==> config.mk <==
export PLATFORM = sky130hd
export DESIGN_NAME = rtc_general_config_reg
export DESIGN_NICKNAME = d
export VERILOG_FILES = /design/src/logic/rtc_pkg.sv /design/src/logic/rtc_general_config_reg.sv
export SDC_FILE = /design/constraint.sdc
export NUM_CORES = 1
export LEC_CHECK = 0
export BUFFER_PORTS_ARGS = -buffer_cell sky130_fd_sc_hd__buf_4
export CAP_MARGIN = 25
export CORE_ASPECT_RATIO = 1.25
export CORE_MARGIN = 8
export CORE_UTILIZATION = 67
export CTS_CLUSTER_DIAMETER = 150
export DETAILED_ROUTE_END_ITERATION = 7
export PLACE_DENSITY = 0.92
export SETUP_SLACK_MARGIN = 0.15
export SLEW_MARGIN = 20
export SYNTH_ARGS = -nofsm -noshare
export SYNTH_HDL_FRONTEND = slang
export SYNTH_SLANG_ARGS = --single-unit
==> constraint.sdc <==
create_clock -name clk -period 7.4 [get_ports clk]
set_clock_uncertainty 0.05 [all_clocks]
set_input_delay 2.22 -clock clk [delete_from_list [all_inputs] [get_ports clk]]
set_output_delay 2.22 -clock clk [all_outputs]
set_load 0.02 [all_outputs]
==> src/logic/rtc_pkg.sv <==
// constants for the rtc configuration register block
package rtc_pkg;
  // register indices; byte address is four times the index
  localparam logic [5:0] IDX_SEC = 6'h00;
  localparam logic [5:0] IDX_ASEC = 6'h01;
  localparam logic [5:0] IDX_MIN = 6'h02;
  localparam logic [5:0] IDX_AMIN = 6'h03;
  localparam logic [5:0] IDX_HOUR = 6'h04;
  localparam logic [5:0] IDX_AHOUR = 6'h05;
  localparam logic [5:0] IDX_DOW = 6'h06;
  localparam logic [5:0] IDX_DATE = 6'h07;
  localparam logic [5:0] IDX_MON = 6'h08;
  localparam logic [5:0] IDX_YEAR = 6'h09;
  localparam logic [5:0] IDX_A = 6'h0a;
  localparam logic [5:0] IDX_B = 6'h0b;
  localparam logic [5:0] IDX_C = 6'h0c;
  localparam logic [5:0] IDX_D = 6'h0d;
  // general configuration bits
  localparam int B_INHIBIT = 7;
  localparam int B_PIE = 6;
  localparam int B_AIE = 5;
  localparam int B_UIE = 4;
  localparam int B_WAVE = 3;
  localparam int B_FMT = 2;
  localparam int B_HOUR = 1;
  localparam int B_DST = 0;
  // fixed read value of bits 7:6 of the date-alarm register, then the alarm don't-care pattern for bits 7:6
  localparam logic [1:0] D_TOP = 2'h2;
  localparam logic [1:0] DONT_CARE = 2'h3;
  // timing
  localparam int CLK_HZ = 50_000_000;
  localparam int TICK_HZ = 32_768;
  localparam int TICK_DIV_DEF = (CLK_HZ + TICK_HZ / 2) / TICK_HZ;
  localparam int DIV_W = 12;
  localparam int PRE_W = 15;
  localparam logic [3:0] RS_SLOW_LIM = 4'h3;
  localparam logic [3:0] RS_SLOW_ADD = 4'h6;
  // calendar
  localparam logic [6:0] BCD_BASE = 7'h0a;
  localparam logic [5:0] LAST_MS = 6'h3b;
  localparam logic [4:0] LAST_HOUR = 5'h17;
  localparam logic [4:0] HALF_DAY = 5'h0c;
  localparam logic [2:0] SUNDAY = 3'h1;
  localparam logic [2:0] LAST_DOW = 3'h7;
  localparam logic [4:0] FIRST_DAY = 5'h01;
  localparam logic [3:0] FIRST_MON = 4'h1;
  localparam logic [3:0] LAST_MON = 4'hc;
  localparam logic [6:0] LAST_YEAR = 7'h63;
  localparam logic [3:0] FEBRUARY = 4'h2;
  localparam logic [3:0] APRIL = 4'h4;
  localparam logic [3:0] JUNE = 4'h6;
  localparam logic [3:0] SEPTEMBER = 4'h9;
  localparam logic [3:0] OCTOBER = 4'ha;
  localparam logic [3:0] NOVEMBER = 4'hb;
  localparam logic [4:0] DAYS_LONG = 5'h1f;
  localparam logic [4:0] DAYS_SHORT = 5'h1e;
  localparam logic [4:0] FEB_LEAP = 5'h1d;
  localparam logic [4:0] FEB_NORM = 5'h1c;
  // daylight shift moments
  localparam logic [4:0] DST_HOUR = 5'h01;
  localparam logic [4:0] SPRING_HOUR = 5'h03;
  localparam logic [4:0] FIRST_SUN_MAX = 5'h07;
  localparam logic [4:0] LAST_SUN_MIN = 5'h19;
endpackage

==> src/logic/rtc_general_config_reg.sv <==
// rtc general configuration register with time keeping behind apb
//
// Contract
// - inhibit clear: one update every second
// - inhibit set aborts and blocks updates
// - inhibit, format, hour style, shift survive resets
// - periodic enable raises irq at rate; resume clears
// - alarm enable raises irq on alarm; battery clears
// - alarm recurs per second, hour, day, month
// - update-end enable raises irq; resume clears
// - compat wave bit is storage only
// - data format: one binary, zero bcd
// - hour style: one 24h; 12h bit7 pm
// - april first sunday 1:59:59 jumps to 3:00:00
// - october last sunday 1:59:59 back to 1:00:00
// - shift disabled means no special hour changes
// - combined flag from flags and enables drives irq
// - flag read clears flags; resume reset clears periodic and update-end flags
// - rate select zero gives no periodic flag
//
// Added by the designer: the APB slave port.
`timescale 1ns/1ps
module rtc_general_config_reg
  import rtc_pkg::*;
#(
  parameter int TICK_DIV = TICK_DIV_DEF
) (
  input wire logic clk,
  input wire logic rst_b,
  input wire logic resume_reset_b,
  input wire logic battery_well_reset_b,
  input wire logic psel,
  input wire logic penable,
  input wire logic pwrite,
  input wire logic [7:0] paddr,
  input wire logic [31:0] pwdata,
  output logic [31:0] prdata,
  output logic pready,
  output logic pslverr,
  output logic irq_b
);

  typedef struct packed {
    logic [DIV_W-1:0] div;
    logic [PRE_W-1:0] pre;
    logic [5:0] sec;
    logic [5:0] min;
    logic [4:0] hour;
    logic [2:0] dow;
    logic [4:0] date;
    logic [3:0] mon;
    logic [6:0] year;
    logic [7:0] asec;
    logic [7:0] amin;
    logic [7:0] ahour;
    logic [5:0] adate;
    logic [3:0] rs;
    logic [7:0] cfg;
    logic pf;
    logic af;
    logic uf;
    logic upd;
    logic dst_done;
    logic [2:0] rep;
    logic [31:0] prdata;
    logic pready;
    logic pslverr;
    logic irq_b;
  } state_t;

  state_t q;
  state_t d;

  function automatic logic [7:0] to_fmt(input logic [6:0] v,
                                        input logic bin);
    to_fmt = bin ? {1'b0, v} : {4'(v / BCD_BASE), 4'(v % BCD_BASE)};
  endfunction

  function automatic logic [6:0] from_fmt(input logic [7:0] b,
                                          input logic bin);
    from_fmt = bin ? b[6:0]
      : 7'({3'h0, b[7:4]} * BCD_BASE + {3'h0, b[3:0]});
  endfunction

  function automatic logic [7:0] hour_out(input logic [4:0] h,
                                          input logic [7:0] c);
    logic [4:0] h12;
    logic [7:0] t;
    h12 = (h >= HALF_DAY) ? h - HALF_DAY : h;
    if (h12 == '0) begin
      h12 = HALF_DAY;
    end
    t = to_fmt(7'(h12), c[B_FMT]);
    hour_out = c[B_HOUR] ? to_fmt(7'(h), c[B_FMT])
      : {h >= HALF_DAY, t[6:0]};
  endfunction

  function automatic logic [4:0] hour_in(input logic [7:0] b,
                                         input logic [7:0] c);
    logic [4:0] v;
    v = 5'(from_fmt({1'b0, b[6:0]}, c[B_FMT]));
    if (c[B_HOUR]) begin
      hour_in = 5'(from_fmt(b, c[B_FMT]));
    end else begin
      hour_in = ((v == HALF_DAY) ? 5'h00 : v)
        + (b[7] ? HALF_DAY : 5'h00);
    end
  endfunction

  function automatic logic [4:0] mdays(input logic [3:0] m,
                                       input logic [6:0] y);
    if (m == FEBRUARY) begin
      mdays = (y[1:0] == 2'h0) ? FEB_LEAP : FEB_NORM;
    end else if (m == APRIL || m == JUNE || m == SEPTEMBER
                 || m == NOVEMBER) begin
      mdays = DAYS_SHORT;
    end else begin
      mdays = DAYS_LONG;
    end
  endfunction

  function automatic logic per_hit(input logic [PRE_W-1:0] p,
                                   input logic [3:0] r);
    logic [3:0] k;
    logic [PRE_W-1:0] m;
    k = (r < RS_SLOW_LIM) ? r + RS_SLOW_ADD : r - 4'h1;
    m = (15'h0001 << k) - 15'h0001;
    per_hit = (r != '0) && ((p & m) == '0);
  endfunction

  function automatic logic combined_irq_flag(input logic pf, input logic af,
                                input logic uf, input logic [7:0] c);
    combined_irq_flag = (pf && c[B_PIE]) || (af && c[B_AIE])
      || (uf && c[B_UIE]);
  endfunction

  logic [5:0] idx;
  logic tick;
  logic wrap;
  logic setup;
  logic done;
  logic abort;
  logic alarm_hit;
  logic dst_at;

  assign idx = paddr[7:2];
  assign tick = (q.div == DIV_W'(TICK_DIV - 1));
  assign wrap = tick && (q.pre == '1);
  assign setup = psel && !penable;
  assign done = psel && penable && q.pready;
  assign abort = done && pwrite && idx == IDX_B
    && pwdata[B_INHIBIT];
  // a seconds, minutes or hours field whose top two bits are set matches any value; a zero date matches any date
  assign alarm_hit =
    (q.asec[7:6] == DONT_CARE
     || q.asec == to_fmt(7'(q.sec), q.cfg[B_FMT]))
    && (q.amin[7:6] == DONT_CARE
     || q.amin == to_fmt(7'(q.min), q.cfg[B_FMT]))
    && (q.ahour[7:6] == DONT_CARE
     || q.ahour == hour_out(q.hour, q.cfg))
    && (q.adate == '0
     || {2'h0, q.adate} == to_fmt(7'(q.date), q.cfg[B_FMT]));
  assign dst_at = q.cfg[B_DST] && q.dow == SUNDAY
    && q.hour == DST_HOUR && q.min == LAST_MS
    && q.sec == LAST_MS;

  always_comb begin
    logic [7:0] rdv;
    rdv = '0;
    d = q;
    // prescaler stands in for the 32 khz divider chain
    d.div = tick ? '0 : q.div + 1'b1;
    if (tick) begin
      d.pre = q.pre + 1'b1;
    end
    d.upd = wrap && !q.cfg[B_INHIBIT] && !abort;
    if (d.upd) begin
      if (dst_at && q.mon == APRIL && q.date <= FIRST_SUN_MAX) begin
        d.hour = SPRING_HOUR;
        d.min = '0;
        d.sec = '0;
      end else if (dst_at && q.mon == OCTOBER
                   && q.date >= LAST_SUN_MIN && !q.dst_done) begin
        d.hour = DST_HOUR;
        d.min = '0;
        d.sec = '0;
        d.dst_done = 1'b1;
      end else if (q.sec != LAST_MS) begin
        d.sec = q.sec + 1'b1;
      end else begin
        d.sec = '0;
        if (q.min != LAST_MS) begin
          d.min = q.min + 1'b1;
        end else begin
          d.min = '0;
          if (q.hour != LAST_HOUR) begin
            d.hour = q.hour + 1'b1;
          end else begin
            d.hour = '0;
            d.dst_done = 1'b0;
            d.dow = (q.dow == LAST_DOW) ? SUNDAY : q.dow + 1'b1;
            if (q.date != mdays(q.mon, q.year)) begin
              d.date = q.date + 1'b1;
            end else begin
              d.date = FIRST_DAY;
              if (q.mon != LAST_MON) begin
                d.mon = q.mon + 1'b1;
              end else begin
                d.mon = FIRST_MON;
                d.year = (q.year == LAST_YEAR) ? '0 : q.year + 1'b1;
              end
            end
          end
        end
      end
    end
    unique case (idx)
      IDX_SEC: rdv = to_fmt(7'(q.sec), q.cfg[B_FMT]);
      IDX_ASEC: rdv = q.asec;
      IDX_MIN: rdv = to_fmt(7'(q.min), q.cfg[B_FMT]);
      IDX_AMIN: rdv = q.amin;
      IDX_HOUR: rdv = hour_out(q.hour, q.cfg);
      IDX_AHOUR: rdv = q.ahour;
      IDX_DOW: rdv = to_fmt(7'(q.dow), q.cfg[B_FMT]);
      IDX_DATE: rdv = to_fmt(7'(q.date), q.cfg[B_FMT]);
      IDX_MON: rdv = to_fmt(7'(q.mon), q.cfg[B_FMT]);
      IDX_YEAR: rdv = to_fmt(q.year, q.cfg[B_FMT]);
      IDX_A: rdv = {4'h0, q.rs};
      IDX_B: rdv = q.cfg;
      IDX_C: rdv = {combined_irq_flag(q.pf, q.af, q.uf, q.cfg), q.pf, q.af, q.uf,
                    4'h0};
      IDX_D: rdv = {D_TOP, q.adate};
      default: rdv = '0;
    endcase
    if (setup) begin
      d.pready = 1'b1;
      d.pslverr = idx > IDX_D;
      d.prdata = pwrite ? '0 : {24'h00_0000, rdv};
      // only flags that were reported get cleared on completion
      d.rep = (!pwrite && idx == IDX_C) ? {q.pf, q.af, q.uf} : '0;
    end
    if (done) begin
      d.pready = 1'b0;
      d.pslverr = 1'b0;
      if (pwrite && !q.pslverr) begin
        unique case (idx)
          IDX_SEC: d.sec = 6'(from_fmt(pwdata[7:0], q.cfg[B_FMT]));
          IDX_ASEC: d.asec = pwdata[7:0];
          IDX_MIN: d.min = 6'(from_fmt(pwdata[7:0], q.cfg[B_FMT]));
          IDX_AMIN: d.amin = pwdata[7:0];
          IDX_HOUR: d.hour = hour_in(pwdata[7:0], q.cfg);
          IDX_AHOUR: d.ahour = pwdata[7:0];
          IDX_DOW: d.dow = 3'(from_fmt(pwdata[7:0], q.cfg[B_FMT]));
          IDX_DATE: d.date = 5'(from_fmt(pwdata[7:0], q.cfg[B_FMT]));
          IDX_MON: d.mon = 4'(from_fmt(pwdata[7:0], q.cfg[B_FMT]));
          IDX_YEAR: d.year = from_fmt(pwdata[7:0], q.cfg[B_FMT]);
          IDX_A: d.rs = pwdata[3:0];
          IDX_B: d.cfg = pwdata[7:0];
          IDX_D: d.adate = pwdata[5:0];
          default: d.rs = q.rs;
        endcase
      end
      d.pf = q.pf && !q.rep[2];
      d.af = q.af && !q.rep[1];
      d.uf = q.uf && !q.rep[0];
      d.rep = '0;
    end
    // sets come after the read clear so a coincident event survives
    d.pf = d.pf || (tick && per_hit(d.pre, q.rs));
    d.uf = d.uf || d.upd;
    d.af = d.af || (q.upd && alarm_hit);
    if (!resume_reset_b) begin
      d.cfg[B_PIE] = 1'b0;
      d.cfg[B_UIE] = 1'b0;
      d.cfg[B_WAVE] = 1'b0;
      d.pf = 1'b0;
      d.uf = 1'b0;
    end
    if (!battery_well_reset_b) begin
      d.cfg[B_AIE] = 1'b0;
      d.af = 1'b0;
      d.rs = '0;
      d.sec = '0;
      d.min = '0;
      d.hour = '0;
      d.dow = SUNDAY;
      d.date = FIRST_DAY;
      d.mon = FIRST_MON;
      d.year = '0;
      d.asec = '0;
      d.amin = '0;
      d.ahour = '0;
      d.adate = '0;
      d.dst_done = 1'b0;
    end
    d.irq_b = !combined_irq_flag(d.pf, d.af, d.uf, d.cfg);
    // inhibit, format, hour style and shift bits are never reset
    if (!rst_b) begin
      d.div = '0;
      d.pre = '0;
      d.upd = 1'b0;
      d.rep = '0;
      d.prdata = '0;
      d.pready = 1'b0;
      d.pslverr = 1'b0;
      d.irq_b = 1'b1;
    end
  end

  always_ff @(posedge clk) begin
    q <= d;
  end

  assign prdata = q.prdata;
  assign pready = q.pready;
  assign pslverr = q.pslverr;
  assign irq_b = q.irq_b;
endmodule

==> impl_metrics.py <==
metrics = {
    "critical_path": {
        "cp.required_ps": 7610,
        "slowest_delay_ps": 740,
        "crit_family": "simple AND/OR/NAND/NOR gates",
        "crit_top_cell": "ha_1",
        "path_buf_inv": 2,
        "path_cells": "inv_1 -> ha_1 -> or2_2 -> o221a_2 -> nor2_1 -> ha_1 -> inv_1 -> ha_1 -> a41o_1 -> a31o_2 -> nor3_1 -> nor2_1 -> or4b_1 -> o211ai_1 -> nand4_1 -> o31ai_1 -> a41oi_1",
        "start_kind": "flip-flop",
        "end_kind": "flip-flop",
        "critical-path-slowest-cell": "dfxtp_1",
        "crit_fanout": 21,
        "setup.worst_path.class": "reg -> reg",
        "cp.arrival_ps": 5780,
    },
    "logic_synthesis": {
        "synth_flop_cell": "dfxtp_1",
        "yosysSeqAreaShare_pct": 23.6,
        "synth_top_area_cell": "dfxtp_1",
        "avgSynthCellArea_um2": 7.65,
        "synth_edf_count": 4,
        "netlist.area_leader.share_pct": 22.5,
        "synthTopCellsByArea": "dfxtp_1, ha_1, nor2_1, mux2i_1, nand2_1",
        "synthArstFlopShare_pct": 0,
        "yosysUniqueCellTypes": 93,
        "yosysMostFrequentCell": "nor2_1",
        "syn_inst": 1396,
        "netlist_area_um2": 10700,
        "yosysWarnings": 0,
        "synth_commonest_cells": "nor2_1, dfxtp_1, nand2_1",
        "synth-seq-cells": 124,
    },
    "clock_tree": {
        "cts_hold_buf": 0,
        "clk_latency_ps": 430,
        "clock_path_buffers": 2,
        "cts-root-buf": "clkbuf_16",
        "cts_made_buffers": 17,
        "h-tree-depth": 4,
        "cts_resized": 0,
        "clkTransAtPathRegs_ps": 60,
        "cts_num_sinks": 124,
        "cts_setup_buffers": 0,
        "cts_tree": "yes",
    },
    "sta": {
        "setup_violations": 0,
        "fmax_mhz": 179,
        "timing.final.crit_share_pct": 75.3,
        "tns_ps": 0,
        "hold_viol": 0,
        "maxSlewHeadroom_pct": 30.6,
        "rsz0062_at_grt": "false",
        "fin_crit_ps": 5570,
        "fin_ws_ps": 1830,
        "tightest_slew_ps": 1030,
        "maxSlewViolCount": 0,
    },
    "grt": {
        "grt_pass1_vias": 10500,
        "top_usage_layer": "met2",
        "grtUsageMet2_pct": 54.7,
        "grt_pass1_wl_um": 54100,
        "gr-usage-all-layers_pct": 33.5,
        "grt_use_met3_pct": 7.72,
        "grt_overflow": 0,
        "globalRouteMet1Util_pct": 38.4,
        "grt_max_degree": 34,
        "antenna_found_initial": 0,
    },
    "drt": {
        "drt-pass1-iter-count": 7,
        "drtIter0Drc": 1515,
        "drtAntennaViolNets": 0,
        "wl_per_cell_um": 21.3,
        "drcViolationCount": 0,
        "wl_um": 33900,
        "via_per_inst": 6.99,
        "via_count": 11100,
    },
    "placement": {
        "place_ws_ps": 2020,
        "gp_congestion": 1.06,
        "dpl.hpwl_um": 24200,
        "place_area_um2": 10800,
        "port_buffers": 31,
    },
    "final_layout": {
        "n_fill_cell": 1208,
        "utilization_pct": 73.4,
        "stdcell_area_um2": 11400,
        "nNetsFinal": 1481,
        "diodes": 0,
        "area_growth_pct": 7.11,
        "drive_gt1_share_pct": 7.31,
    },
    "pwr": {
        "leakage_uw": 0.00429,
        "irDropWorstVdd_mv": 0.137,
        "p_per_area_nw_per_um2": 149,
    },
    "floorplanning": {
        "coreArea_um2": 15600,
        "die_h_um": 157,
        "io_pins": 82,
        "rows": 51,
        "die-area_um2": 20300,
        "die_w_um": 129,
        "initial_utilization_pct": 68.6,
    },
    "outcome": {
        "status": "complete, no violations",
    },
    "worst_hold_path": {
        "hold_path.class": "reg -> reg",
    },
    "job": {
        "drv_cap": 0,
    },
}
[layout by cell type, fill, tap and decap left out, types with 15 or more instances in the layout]
cell type    n
xnor2_1     48
a211oi_1    26
nor2_1     160
buf_4       40
mux2i_1     51
a21oi_1     74
a31oi_1     15
o31ai_1     15
inv_1       50
conb_1      24
nor3_1      51
nand3_1     48
xor2_1      30
clkbuf_16   19
ha_1        61
and2_1      17
dfxtp_1    120
nand4_1     20
nand2_1    114
o21ai_0     63
and3_1      23
nand2b_1    21
nor2b_1     22
[layout make-up]
cell class	instances	area, um2	area share (%)
Clock inverter	11	155	1.36
Sequential cell	124	2520	22.1
Inverter	52	195	1.71
Clock buffer	20	489	4.28
Multi-Input combinational cell	1135	7510	65.7
Tap cell	212	265	2.32
Timing Repair Buffer	40	300	2.63
[path summary, 6_finish.rpt]
path | startpoint | slack (ps) | endpoint | cells past startpoint
min | prdata[3] | 420 | prdata[3] | 2
min reg2reg | prdata[3] | 420 | prdata[3] | 2
max reg2reg | q[106] | 1830 | irq_b | 17
max | q[106] | 1830 | irq_b | 17
[per-stage QoR]
| stage | power [uW] | hold slack [ps] | instances |
|---|---|---|---|
| floorplan | 776 | 379 | 1419 |
| global placement | 806 | 390 | 1562 |
| detailed placement | 809 | 395 | 1563 |
| CTS | 1700 | 413 | 1594 |
| global route | 1750 | 435 | 1594 |
| finish | 1710 | 415 | 1594 |
[routing by layer]
metal	vias to the layer above	part of all wire [%]
li1	5033	-
met1	5163	37
met2	753	46
met3	199	10
met4	0	6.4
met5	-	0
[flip-flops by register name, summed over array words and instances, names as in the netlist]
signal   count
q          113
prdata       8
irq_b        1
pready       1
pslverr      1
[report_power, final]
part,switching [uW],internal (uW),total [uW]
logic,84.7,36.7,121
clock network,329,580,909
registers,5.59,674,679
[logic make-up (layout without fill, tap and decap cells)]
family                   Yosys count  in the layout  share of synthesized area, %
adder cells (fa/ha/maj)           65             65                          7.81
buffers and inverters            160            123                          6.86
AND/OR/NAND/NOR                  549            549                          26.1
AO/OA/AOI/OAI                    364            364                          24.0
other                              1             24                        0.0351
XOR/XNOR                          78             78                          6.40
flip-flops                       124            124                          23.6
multiplexers                      55             55                          5.20
[tightest hold or removal path, stage by stage, from the launching register on]
cell and delay (ps):
dfxtp_1 310, nand2_1 50, a21oi_1 50
Note: power is estimated with default switching activity, not from simulation.
